## src/verilog/flow_pulse_pkg.sv

```systemverilog
// Shared constants and carrier types for the flow pulse output block
package flow_pulse_pkg;
   localparam int          CLOCK_HZ        = 125_000_000;
   localparam int          FLOW_W          = 16;
   localparam int          PHASE_W         = 32;
   // Full range measured value; overrange clamp at 110 % of it
   localparam logic [15:0] FULL_RANGE      = 16'h2710;
   localparam logic [15:0] CLAMP_RANGE     = 16'h2AF8;
   // Indicator step time during start-up and settle time after it
   localparam int          STEP_MS         = 500;
   localparam int          SETTLE_S        = 10;
   localparam int          STEP_CYCLES     = CLOCK_HZ / 1000 * STEP_MS;
   localparam int          SETTLE_CYCLES   = CLOCK_HZ * SETTLE_S;
   // Fault flash at about 1 Hz: half period in cycles
   localparam int          FLASH_HZ        = 1;
   localparam int          FLASH_CYCLES    = CLOCK_HZ / (2 * FLASH_HZ);
   localparam logic [31:0] RESET_PHASE     = 32'h0000_0000;

   typedef enum logic [2:0] {
      ST_RED    = 3'b000,
      ST_ORANGE = 3'b001,
      ST_GREEN  = 3'b011,
      ST_SETTLE = 3'b010,
      ST_MEAS   = 3'b110,
      ST_FAULT  = 3'b111
   } phase_t;

   // Fault inputs grouped
   typedef struct packed {
      logic sensor_defect;
      logic supply_low;
      logic supply_high;
      logic elec_temp_low;
      logic elec_temp_high;
      logic medium_temp_low;
      logic medium_temp_high;
   } faults_t;

   // Red and green halves of the four indicators
   typedef struct packed {
      logic [3:0] red;
      logic [3:0] green;
   } leds_t;
endpackage

```

## src/verilog/pulse_nco.sv

```systemverilog
// Phase accumulator that toggles a pulse output at a rate set by its step
`timescale 1ns/1ps
`default_nettype none
module pulse_nco #(
   parameter int PHASE_W = 32
) (
   input  wire logic               i_clk,
   input  wire logic               i_rst_n,
   input  wire logic               i_run,
   input  wire logic [PHASE_W-1:0] i_step,
   output logic                    o_level,
   output logic                    o_tick
);
   // Refuse an accumulator too narrow to be useful
   if (PHASE_W < 8) begin : g_bad_width
      $error("PHASE_W too small");
   end

   logic [PHASE_W-1:0] phase;
   logic [PHASE_W:0]   sum;
   logic [PHASE_W-1:0] next_phase;
   logic               next_level;

   // Accumulate; a carry flips the level; halted phase and level hold
   always_comb begin
      sum        = {1'b0, phase} + {1'b0, i_step};
      next_phase = phase;
      next_level = o_level;
      if (i_run) begin
         next_phase = sum[PHASE_W-1:0];
         if (sum[PHASE_W]) next_level = ~o_level;
      end
   end

   assign o_tick = i_run & sum[PHASE_W] & o_level;

   always_ff @(posedge i_clk or negedge i_rst_n) begin
      if (!i_rst_n) begin
         phase   <= '0;
         o_level <= 1'b0;
      end else begin
         phase   <= next_phase;
         o_level <= next_level;
      end
   end
endmodule // pulse_nco
`default_nettype wire

```

## src/verilog/flow_pulse_output_control.sv

```systemverilog
// Start-up sequencing, fault handling and pulse generation of the flow meter
`timescale 1ns/1ps
`default_nettype none
module flow_pulse_output_control #(
   parameter int STEP_CYCLES   = flow_pulse_pkg::STEP_CYCLES,
   parameter int SETTLE_CYCLES = flow_pulse_pkg::SETTLE_CYCLES,
   parameter int FLASH_CYCLES  = flow_pulse_pkg::FLASH_CYCLES
) (
   input  wire logic                     I_CLOCK,
   input  wire logic                     I_RESET_N,
   input  wire logic [15:0]              I_FLOW,
   input  wire logic                     I_METER_MODE,
   input  wire logic [31:0]              I_FULL_SCALE_STEP,
   input  wire logic [31:0]              I_VOLUME_PER_PULSE,
   input  wire flow_pulse_pkg::faults_t  I_FAULTS,
   output logic                          O_PULSE_1,
   output logic                          O_PULSE_2,
   output flow_pulse_pkg::leds_t         O_LEDS,
   output logic                          O_MEASURING,
   output logic [15:0]                   O_FLOW_SHOWN
);
   // Refuse counts the sequencer cannot serve
   if (STEP_CYCLES < 1 || SETTLE_CYCLES < 1 || FLASH_CYCLES < 1) begin : g_bad_counts
      $error("cycle counts must be at least one");
   end

   // Two-flop synchronisers for fault pins and meter mode select
   logic [7:0] sync_a;
   logic [7:0] sync_b;
   always_ff @(posedge I_CLOCK or negedge I_RESET_N) begin
      if (!I_RESET_N) begin
         sync_a <= 8'h00;
         sync_b <= 8'h00;
      end else begin
         sync_a <= {I_METER_MODE, I_FAULTS};
         sync_b <= sync_a;
      end
   end

   flow_pulse_pkg::faults_t flt;
   logic                    meter_mode;
   logic                    any_fault;
   assign flt        = flow_pulse_pkg::faults_t'(sync_b[6:0]);
   assign meter_mode = sync_b[7];
   assign any_fault  = |sync_b[6:0];

   // Phase sequencer and its timer
   flow_pulse_pkg::phase_t state;
   flow_pulse_pkg::phase_t next_state;
   logic [31:0]            timer;
   logic [31:0]            next_timer;

   always_comb begin
      next_state = state;
      next_timer = timer + 32'h0000_0001;
      case (state)
         flow_pulse_pkg::ST_RED: begin
            if (timer >= 32'(STEP_CYCLES - 1)) begin
               next_state = flow_pulse_pkg::ST_ORANGE;
               next_timer = 32'h0000_0000;
            end
         end
         flow_pulse_pkg::ST_ORANGE: begin
            if (timer >= 32'(STEP_CYCLES - 1)) begin
               next_state = flow_pulse_pkg::ST_GREEN;
               next_timer = 32'h0000_0000;
            end
         end
         flow_pulse_pkg::ST_GREEN: begin
            if (timer >= 32'(STEP_CYCLES - 1)) begin
               next_timer = 32'h0000_0000;
               if (any_fault) next_state = flow_pulse_pkg::ST_FAULT;
               else next_state = flow_pulse_pkg::ST_SETTLE;
            end
         end
         flow_pulse_pkg::ST_SETTLE: begin
            if (any_fault) begin
               next_state = flow_pulse_pkg::ST_FAULT;
               next_timer = 32'h0000_0000;
            end else if (timer >= 32'(SETTLE_CYCLES - 1)) begin
               next_state = flow_pulse_pkg::ST_MEAS;
               next_timer = 32'h0000_0000;
            end
         end
         flow_pulse_pkg::ST_MEAS: begin
            next_timer = 32'h0000_0000;
            if (any_fault) next_state = flow_pulse_pkg::ST_FAULT;
         end
         flow_pulse_pkg::ST_FAULT: begin
            next_timer = 32'h0000_0000;
            if (!any_fault) next_state = flow_pulse_pkg::ST_MEAS;
         end
         default: begin
            next_state = flow_pulse_pkg::ST_RED;
            next_timer = 32'h0000_0000;
         end
      endcase
   end

   always_ff @(posedge I_CLOCK or negedge I_RESET_N) begin
      if (!I_RESET_N) begin
         state <= flow_pulse_pkg::ST_RED;
         timer <= 32'h0000_0000;
      end else begin
         state <= next_state;
         timer <= next_timer;
      end
   end

   // Flash divider for fault indication
   logic [31:0] flash_cnt;
   logic [31:0] next_flash_cnt;
   logic        flash;
   logic        next_flash;
   always_comb begin
      next_flash_cnt = flash_cnt + 32'h0000_0001;
      next_flash     = flash;
      if (flash_cnt >= 32'(FLASH_CYCLES - 1)) begin
         next_flash_cnt = 32'h0000_0000;
         next_flash     = ~flash;
      end
   end
   always_ff @(posedge I_CLOCK or negedge I_RESET_N) begin
      if (!I_RESET_N) begin
         flash_cnt <= 32'h0000_0000;
         flash     <= 1'b0;
      end else begin
         flash_cnt <= next_flash_cnt;
         flash     <= next_flash;
      end
   end

   // Shown flow: clamp at 110 %, forced to maximum while settling
   logic [15:0] clamped;
   logic [15:0] shown;
   logic        run;
   always_comb begin
      clamped = (I_FLOW > flow_pulse_pkg::CLAMP_RANGE) ?
                flow_pulse_pkg::CLAMP_RANGE : I_FLOW;
      if (state == flow_pulse_pkg::ST_SETTLE) shown = flow_pulse_pkg::CLAMP_RANGE;
      else shown = clamped;
      // Pulses only in settle or measuring, never with a fault
      run = (state == flow_pulse_pkg::ST_SETTLE || state == flow_pulse_pkg::ST_MEAS)
            && !any_fault;
   end

   // Step proportional to shown flow; meter mode divides by volume
   logic [47:0] prod;
   logic [31:0] std_step;
   logic [31:0] vol_acc;
   logic [31:0] next_vol_acc;
   logic [31:0] step;
   logic [31:0] quarter;
   // Meter mode: four quarter quanta make one full pulse period
   // Limitation: std_step must stay below a quarter of the volume
   always_comb begin
      quarter  = {2'b00, I_VOLUME_PER_PULSE[31:2]};
      prod     = 48'(I_FULL_SCALE_STEP) * 48'(shown);
      std_step = 32'(prod / 48'(flow_pulse_pkg::FULL_RANGE));
      next_vol_acc = vol_acc;
      step         = std_step;
      if (meter_mode) begin
         // Volume accumulated in units of full-scale step per cycle
         step = 32'h0000_0000;
         if (run) begin
            if ({1'b0, vol_acc} + {1'b0, std_step} >= {1'b0, quarter}) begin
               next_vol_acc = 32'(vol_acc + std_step - quarter);
               step         = 32'h8000_0000; // Two quarters flip the level once
            end else begin
               next_vol_acc = vol_acc + std_step;
            end
         end
      end
   end
   always_ff @(posedge I_CLOCK or negedge I_RESET_N) begin
      if (!I_RESET_N) vol_acc <= 32'h0000_0000;
      else vol_acc <= next_vol_acc;
   end

   // One generator feeds both pulse outputs; a halt freezes its level
   logic level;
   pulse_nco #(.PHASE_W(flow_pulse_pkg::PHASE_W)) u_nco (
      .i_clk   (I_CLOCK),
      .i_rst_n (I_RESET_N),
      .i_run   (run),
      .i_step  (step),
      .o_level (level),
      .o_tick  ()
   );
   assign O_PULSE_1 = level;
   assign O_PULSE_2 = level;

   // Indicator drive and measured value output
   flow_pulse_pkg::leds_t next_leds;
   logic [3:0]            bar;
   logic [3:0]            pat;
   always_comb begin
      bar = 4'h0;
      if (shown > 16'h01F4) bar = 4'h1;
      if (shown > 16'h07D0) bar = 4'h3;
      if (shown > 16'h1388) bar = 4'h7;
      if (shown > 16'h1F40) bar = 4'hF;
      pat = {flt.sensor_defect | flt.supply_low | flt.medium_temp_high,
             flt.supply_high | flt.elec_temp_high | flt.medium_temp_high,
             flt.supply_high | flt.elec_temp_low | flt.elec_temp_high,
             flt.elec_temp_low | flt.medium_temp_low | flt.supply_low};
      next_leds.red   = 4'h0;
      next_leds.green = 4'h0;
      case (state)
         flow_pulse_pkg::ST_RED:    next_leds.red = 4'hF;
         flow_pulse_pkg::ST_ORANGE: begin
            next_leds.red   = 4'hF;
            next_leds.green = 4'hF;
         end
         flow_pulse_pkg::ST_GREEN:  next_leds.green = 4'hF;
         flow_pulse_pkg::ST_FAULT:  next_leds.red = flash ? pat : 4'h0;
         default: begin
            next_leds.green = bar;
            if (shown > flow_pulse_pkg::FULL_RANGE) next_leds.red = 4'h8;
         end
      endcase
   end

   always_ff @(posedge I_CLOCK or negedge I_RESET_N) begin
      if (!I_RESET_N) begin
         O_LEDS       <= '0;
         O_MEASURING  <= 1'b0;
         O_FLOW_SHOWN <= 16'h0000;
      end else begin
         O_LEDS       <= next_leds;
         O_MEASURING  <= run;
         O_FLOW_SHOWN <= run ? shown : 16'h0000;
      end
   end
endmodule // flow_pulse_output_control
`default_nettype wire

```

## config.mk

```make
export PLATFORM = sky130hd
export DESIGN_NAME = flow_pulse_output_control
export DESIGN_NICKNAME = d
export VERILOG_FILES = /design/src/verilog/flow_pulse_pkg.sv /design/src/verilog/pulse_nco.sv /design/src/verilog/flow_pulse_output_control.sv
export SDC_FILE = /design/constraint.sdc
export NUM_CORES = 2
export LEC_CHECK = 0
export ABC_AREA = 1
export BUFFER_PORTS_ARGS = -buffer_cell sky130_fd_sc_hd__buf_2
export CORE_ASPECT_RATIO = 0.75
export CORE_MARGIN = 2
export CORE_UTILIZATION = 40
export CTS_CLUSTER_DIAMETER = 40
export DETAILED_ROUTE_END_ITERATION = 8
export HOLD_SLACK_MARGIN = 0.12
export PLACE_DENSITY = 0.66
export SLEW_MARGIN = 20
export SYNTH_ARGS = -nofsm -noshare
export SYNTH_HDL_FRONTEND = slang
export SYNTH_HIERARCHICAL = 1
export SYNTH_SLANG_ARGS = --single-unit
export TNS_END_PERCENT = 5
```

## constraint.sdc

```tcl
create_clock -name I_CLOCK -period 38.4 [get_ports I_CLOCK]
set_input_delay 3.84 -clock I_CLOCK [delete_from_list [all_inputs] [get_ports I_CLOCK]]
set_output_delay 3.84 -clock I_CLOCK [all_outputs]
set_load 0.01 [all_outputs]
```

## Yosys cells after proc, flatten, opt, wreduce, memory -nomap -nowiden

Cells that the tools add are included.

- Flip-flop bits (word level): 174
- Logic and storage cells: 93

- Add/subtract/negate cells: 6
- Multiply operators: 1
- Divide/modulo/power cells: 1
- Order comparisons: 10
- Eq/ne operators: 11
- Multiplexer cells: 29
- Bitwise operators: 10
- Reductions and logical operators: 12

Operators with widths:

| cell | number |
|---|---|
| $mux W32 | 8 |
| $add A32 B32 Y33 | 2 |
| $add A32 B1 Y32 const B | 2 |
| $ge A32 B26 Y1 const B | 2 |
| $pmux W32 S2 | 1 |
| $div A48 B14 Y48 const B | 1 |
| $mul A32 B16 Y48 | 1 |
| $mux W16 | 3 |
| $ge A33 B30 Y1 | 1 |
| $add A32 B32 Y32 | 1 |
| $ge A32 B31 Y1 const B | 1 |
| $gt A16 B13 Y1 const B | 2 |
| $gt A16 B14 Y1 const B | 2 |
| $sub A32 B30 Y32 | 1 |
| $mux W3 | 8 |
| $mux W4 | 5 |
| $pmux W3 S6 | 1 |
| $gt A16 B11 Y1 const B | 1 |
| $gt A16 B9 Y1 const B | 1 |
| $pmux W4 S3 | 1 |
| $ne A2 B2 Y1 const B | 5 |
| $or A1 B1 Y1 | 8 |
| $pmux W4 S2 | 1 |
| $reduce_or A7 Y1 | 1 |
| 14 further kinds | 20 |

## Logic depth before layout (Yosys ltp)

- Depth in word-level cells: 12
- Mapped depth: 336
- Depth with buffers taken out: 319

## Modules after synthesis

Netlist, hierarchy kept.

By module, submodules not included:

| module | instances | cells an instance | area an instance (um2) |
|---|---|---|---|
| flow_pulse_output_control | 1 | 5,767 | 41,030.6 |
| pulse_nco | 1 | 633 | 3,642.2 |

## Least setup slack after synthesis

OpenSTA, ideal clock, no wires.

- Path kind: input port to flip-flop
- From: input port I_FLOW[9]
- To: register u_nco.o_level
- Library setup time: 0.117 ns
- Arrival: 37.702 ns
- Required time: 38.283 ns
- Path slack: 0.580 ns
- Stages on the path: 282
- Path through: nand4_1 o311ai_0 a21oi_1 o21ai_0 nor2_1 inv_1 clkbuf_1 nor2_1 inv_1 clkbuf_1 nand2_1 fa_1 inv_1 fa_1 inv_1 fa_1 inv_1 fa_1 [... 246 more ...] xor2_1 ha_1 nand2_1 nor3_1 a41oi_1 o211a_1 nand3_1 inv_1 clkbuf_1 o21ai_0 ha_1 inv_1 nor3_1 o21ai_0 nand2_1 nand2_1 nand3_1 nand2_1

- Word-level cells in the longest chain between the ends: 12

RTL lines:

| what | line | RTL |
|---|---|---|
| from (decl) | flow_pulse_output_control.sv:11 | `input wire logic [15:0] I_FLOW,` |
| $gt A16 B14 Y1 | flow_pulse_output_control.sv:138 | `clamped = (I_FLOW > flow_pulse_pkg::CLAMP_RANGE) ?` |
| $mux W16 (*) | flow_pulse_output_control.sv:138 |  |
| $mux W16 (*) | flow_pulse_output_control.sv:140 | `if (state == flow_pulse_pkg::ST_SETTLE) shown = flow_pulse_pkg::CLAMP_RANGE;` |
| $mul A32 B16 Y48 (*) | flow_pulse_output_control.sv:158 | `prod = 48'(I_FULL_SCALE_STEP) * 48'(shown);` |
| $div A48 B14 Y48 (*) | flow_pulse_output_control.sv:159 | `std_step = 32'(prod / 48'(flow_pulse_pkg::FULL_RANGE));` |
| $add A32 B32 Y33 | flow_pulse_output_control.sv:166 | `if ({1'b0, vol_acc} + {1'b0, std_step} >= {1'b0, quarter}) begin` |
| $ge A33 B30 Y1 | flow_pulse_output_control.sv:166 |  |
| $mux W32 | flow_pulse_output_control.sv:166 |  |
| $mux W32 | flow_pulse_output_control.sv:165 | `if (run) begin` |
| $mux W32 (*) | flow_pulse_output_control.sv:162 | `if (meter_mode) begin` |
| net step[31] | flow_pulse_output_control.sv:152 | `logic [31:0] step;` |
| $add A32 B32 Y33 (*) | pulse_nco.sv:26 | `sum = {1'b0, phase} + {1'b0, i_step};` |
| $reduce_and A2 Y1 (no source line) (*) | - |  |
| to (signal assigned) | pulse_nco.sv:43 | `o_level <= next_level;` |
| to (decl) | pulse_nco.sv:11 | `output logic o_level,` |

Mark *: on every way through the listed nets, which the timed path passes. The rest lies on a longest branch.
A chain may end at the register's enable or synchronous reset.

## Worst setup path in the final report

- From: input port I_FLOW[3]
- To: register u_nco.o_level

The elaborated chain is that of the path after synthesis.

==> results.tsv <==
stage	metric	value	unit
status	outcome	finished with violations	
status	failing checks	negative setup slack	
flow_run	max-cap violations	0	
route	number of remaining DRC errors	0	
cts	Clk Latency, worst-skew pair	510	ps
cts	Clk pin slew, worst setup/hold paths	80	ps
route	via-per-instance ratio	4.84	
critical_path	Worst Reg-to-Reg Cells	296	
critical_path	max incr delay on CP	540	ps
route	DRT Wirelength	138000	um
floorplan	Die ar.	0.114	sq mm
critical_path	Critical path buffers and inverters	55	
grt	first-pass GRT wire length	218000	um
grt	grt total ovfl	0	
route	ANT nets after route	0	
timing	setup TNS	-14890	ps
synth	Synth Area per Inst	6.98	sq um
hold_path	Min-Delay Endpoint	sync_b[5]	
finish	final net count	8551	
timing	Worst-Margin Slew	1220	ps
critical_path	Top delay family on crit path	simple AND/OR/NAND/NOR gates	
floorplan	core area	0.111	sq mm
cts	# hold bufs at CTS	0	
grt	initial antenna violation count	1	
timing	unrepaired setup endpoints after global routing	true	
place	Port Buffer Count	114	
synth	Mapped Cells	6399	
hold_path	hold path start	sync_a[5]	
critical_path	r2r setup slk	1970	ps
grt	vias in the first global route	43300	
cts	maximum root-to-sink buffer count	2	
synth	Ys Warns	6	
timing	clk_skew	25.6	ps
finish	ANT cells	0	
finish	Final Util	0.542	
critical_path	Crit path required time	38830	ps
timing	Slew Limit Headroom	0.179	
cts	CTS Sinks	174	
floorplan	Die Wd	390	um
critical_path	Reg-to-Reg Start	state[1]	
floorplan	Starting Density	0.402	
grt	global-route usage over all layers	0.233	
critical_path	CP Max Fanout	10	
route	wire per inst	14.8	um
timing	Final setup viols	34	
floorplan	IO Pins	117	
critical_path	Crit path top cell by count	nand2_2	
grt	largest net degree at the start of global routing	114	
critical_path	Critical Path AT	39780	ps
timing	Fmax	25.4	MHz
finish	layout cells sized above 1	0.361	
route	router iterations before antenna repair	6	
timing	Tcrit/Tclk final	1.02	
floorplan	die height	293	um
synth	synthesized area	0.0447	sq mm
cts	H-Tree Depth	4	
critical_path	Crit Path Class	primary input to register	
place	Final GP Congestion	0.959	
hold_path	hold depth	0	
route	DRT iter0 DRCs	3127	
cts	CTS Buf Count	17	
route	DR vias	44988	
timing	Max Transition Viols Final	0	
critical_path	Setup crit end kind	register	
timing	Tmin final	39350	ps
critical_path	slowest cell on the critical path	fa_1	
floorplan	std cell rows	106	
cts	clock root buffer	clkbuf_16	
critical_path	Critical Path Start Type	primary input	
hold_path	Worst Hold Class	register to register	
timing	Final Worst Setup Slack	-946	ps
cts	CTS tree	done	
finish	Area Overhead vs Synth	34.9	%
place	Post-DP HPWL	113000	um
timing	Fin. Hold Viols	0	
critical_path	Reg-to-Reg End	u_nco/o_level	
-- through the flow --
stage	cells	area [sq um]	hold slack [ps]	setup WS (ps)
5_1_grt	9295	60200	357	-3490
6_report	9295	60200	351	-946
2_1_floorplan	6470	44900	331	618
3_3_place_gp	9090	55700	332	-2010
3_5_place_dp	9090	55700	338	-2870
4_1_cts	9142	56800	354	-1200
-- sequential cells by signal (all words and copies together) (netlist names) --
signal	cells
sync_b	8
flash_cnt	32
vol_acc	32
timer	32
u_nco/o_level	1
O_MEASURING	1
O_FLOW_SHOWN	16
O_LEDS	8
sync_a	8
u_nco/phase	32
flash	1
state	3
-- worst max path at each step --
stage	from	endpoint	depth (start not counted)
global placement	I_FLOW[2]	u_nco/o_level	275
floorplan	I_FLOW[9]	u_nco/o_level	282
CTS	I_FLOW[9]	u_nco/o_level	298
finish	I_FLOW[3]	u_nco/o_level	298
global route	I_FLOW[0]	u_nco/o_level	301
detailed placement	I_FLOW[2]	u_nco/o_level	280
-- cells in the final DEF, fill, tap and decap left out, types with 31 or more instances in the layout --
cell type and instances:
nor2_1 451, buf_6 40, nand3_1 345, o21ai_1 38
nor3_1 41, nand3_2 141, o21ai_0 108, nor2_2 95
dfrtp_1 174, buf_4 1248, nand2_2 366, inv_2 89
nand3_4 46, xor2_1 126, a21oi_1 154, nand2_1 1523
ha_1 187, nor2_4 108, buf_12 31, nand2_8 31
nand2_4 255, xnor2_1 59, nand4_1 65, buf_2 113
fa_1 413, conb_1 73, inv_1 1097
-- final cells by class --
type                       count  area [sq um]
clock buffer                  18           439
sequential                   174          4350
inverter                    1258          5000
tap                         1458          1820
multi-input combinational   4934         37300
timing repair buffer        1439         11100
clock inverter                14           166
fill                       10250         50900
-- per-layer routing --
| layer | vias to the layer above | part of all wire | GRT usage |
|---|---|---|---|
| li1 | 22383 | - | - |
| met1 | 21320 | 0.48 | 0.344 |
| met2 | 1138 | 0.44 | 0.367 |
| met3 | 145 | 0.065 | 0.0293 |
| met4 | 2 | 0.018 | 0.0424 |
| met5 | - | 0.000094 | 0 |
-- what timing repair did --
action,in CTS,in global routing
pin swaps,19,250
gates cloned,2,14
gates resized for setup,72,493
endpoints found under the hold margin,0,0
endpoints found under the setup margin,34,51
buffers inserted,18,139
Power is not shown: default switching activity piles up to over one toggle a cycle in this logic, so the estimate is an artifact.
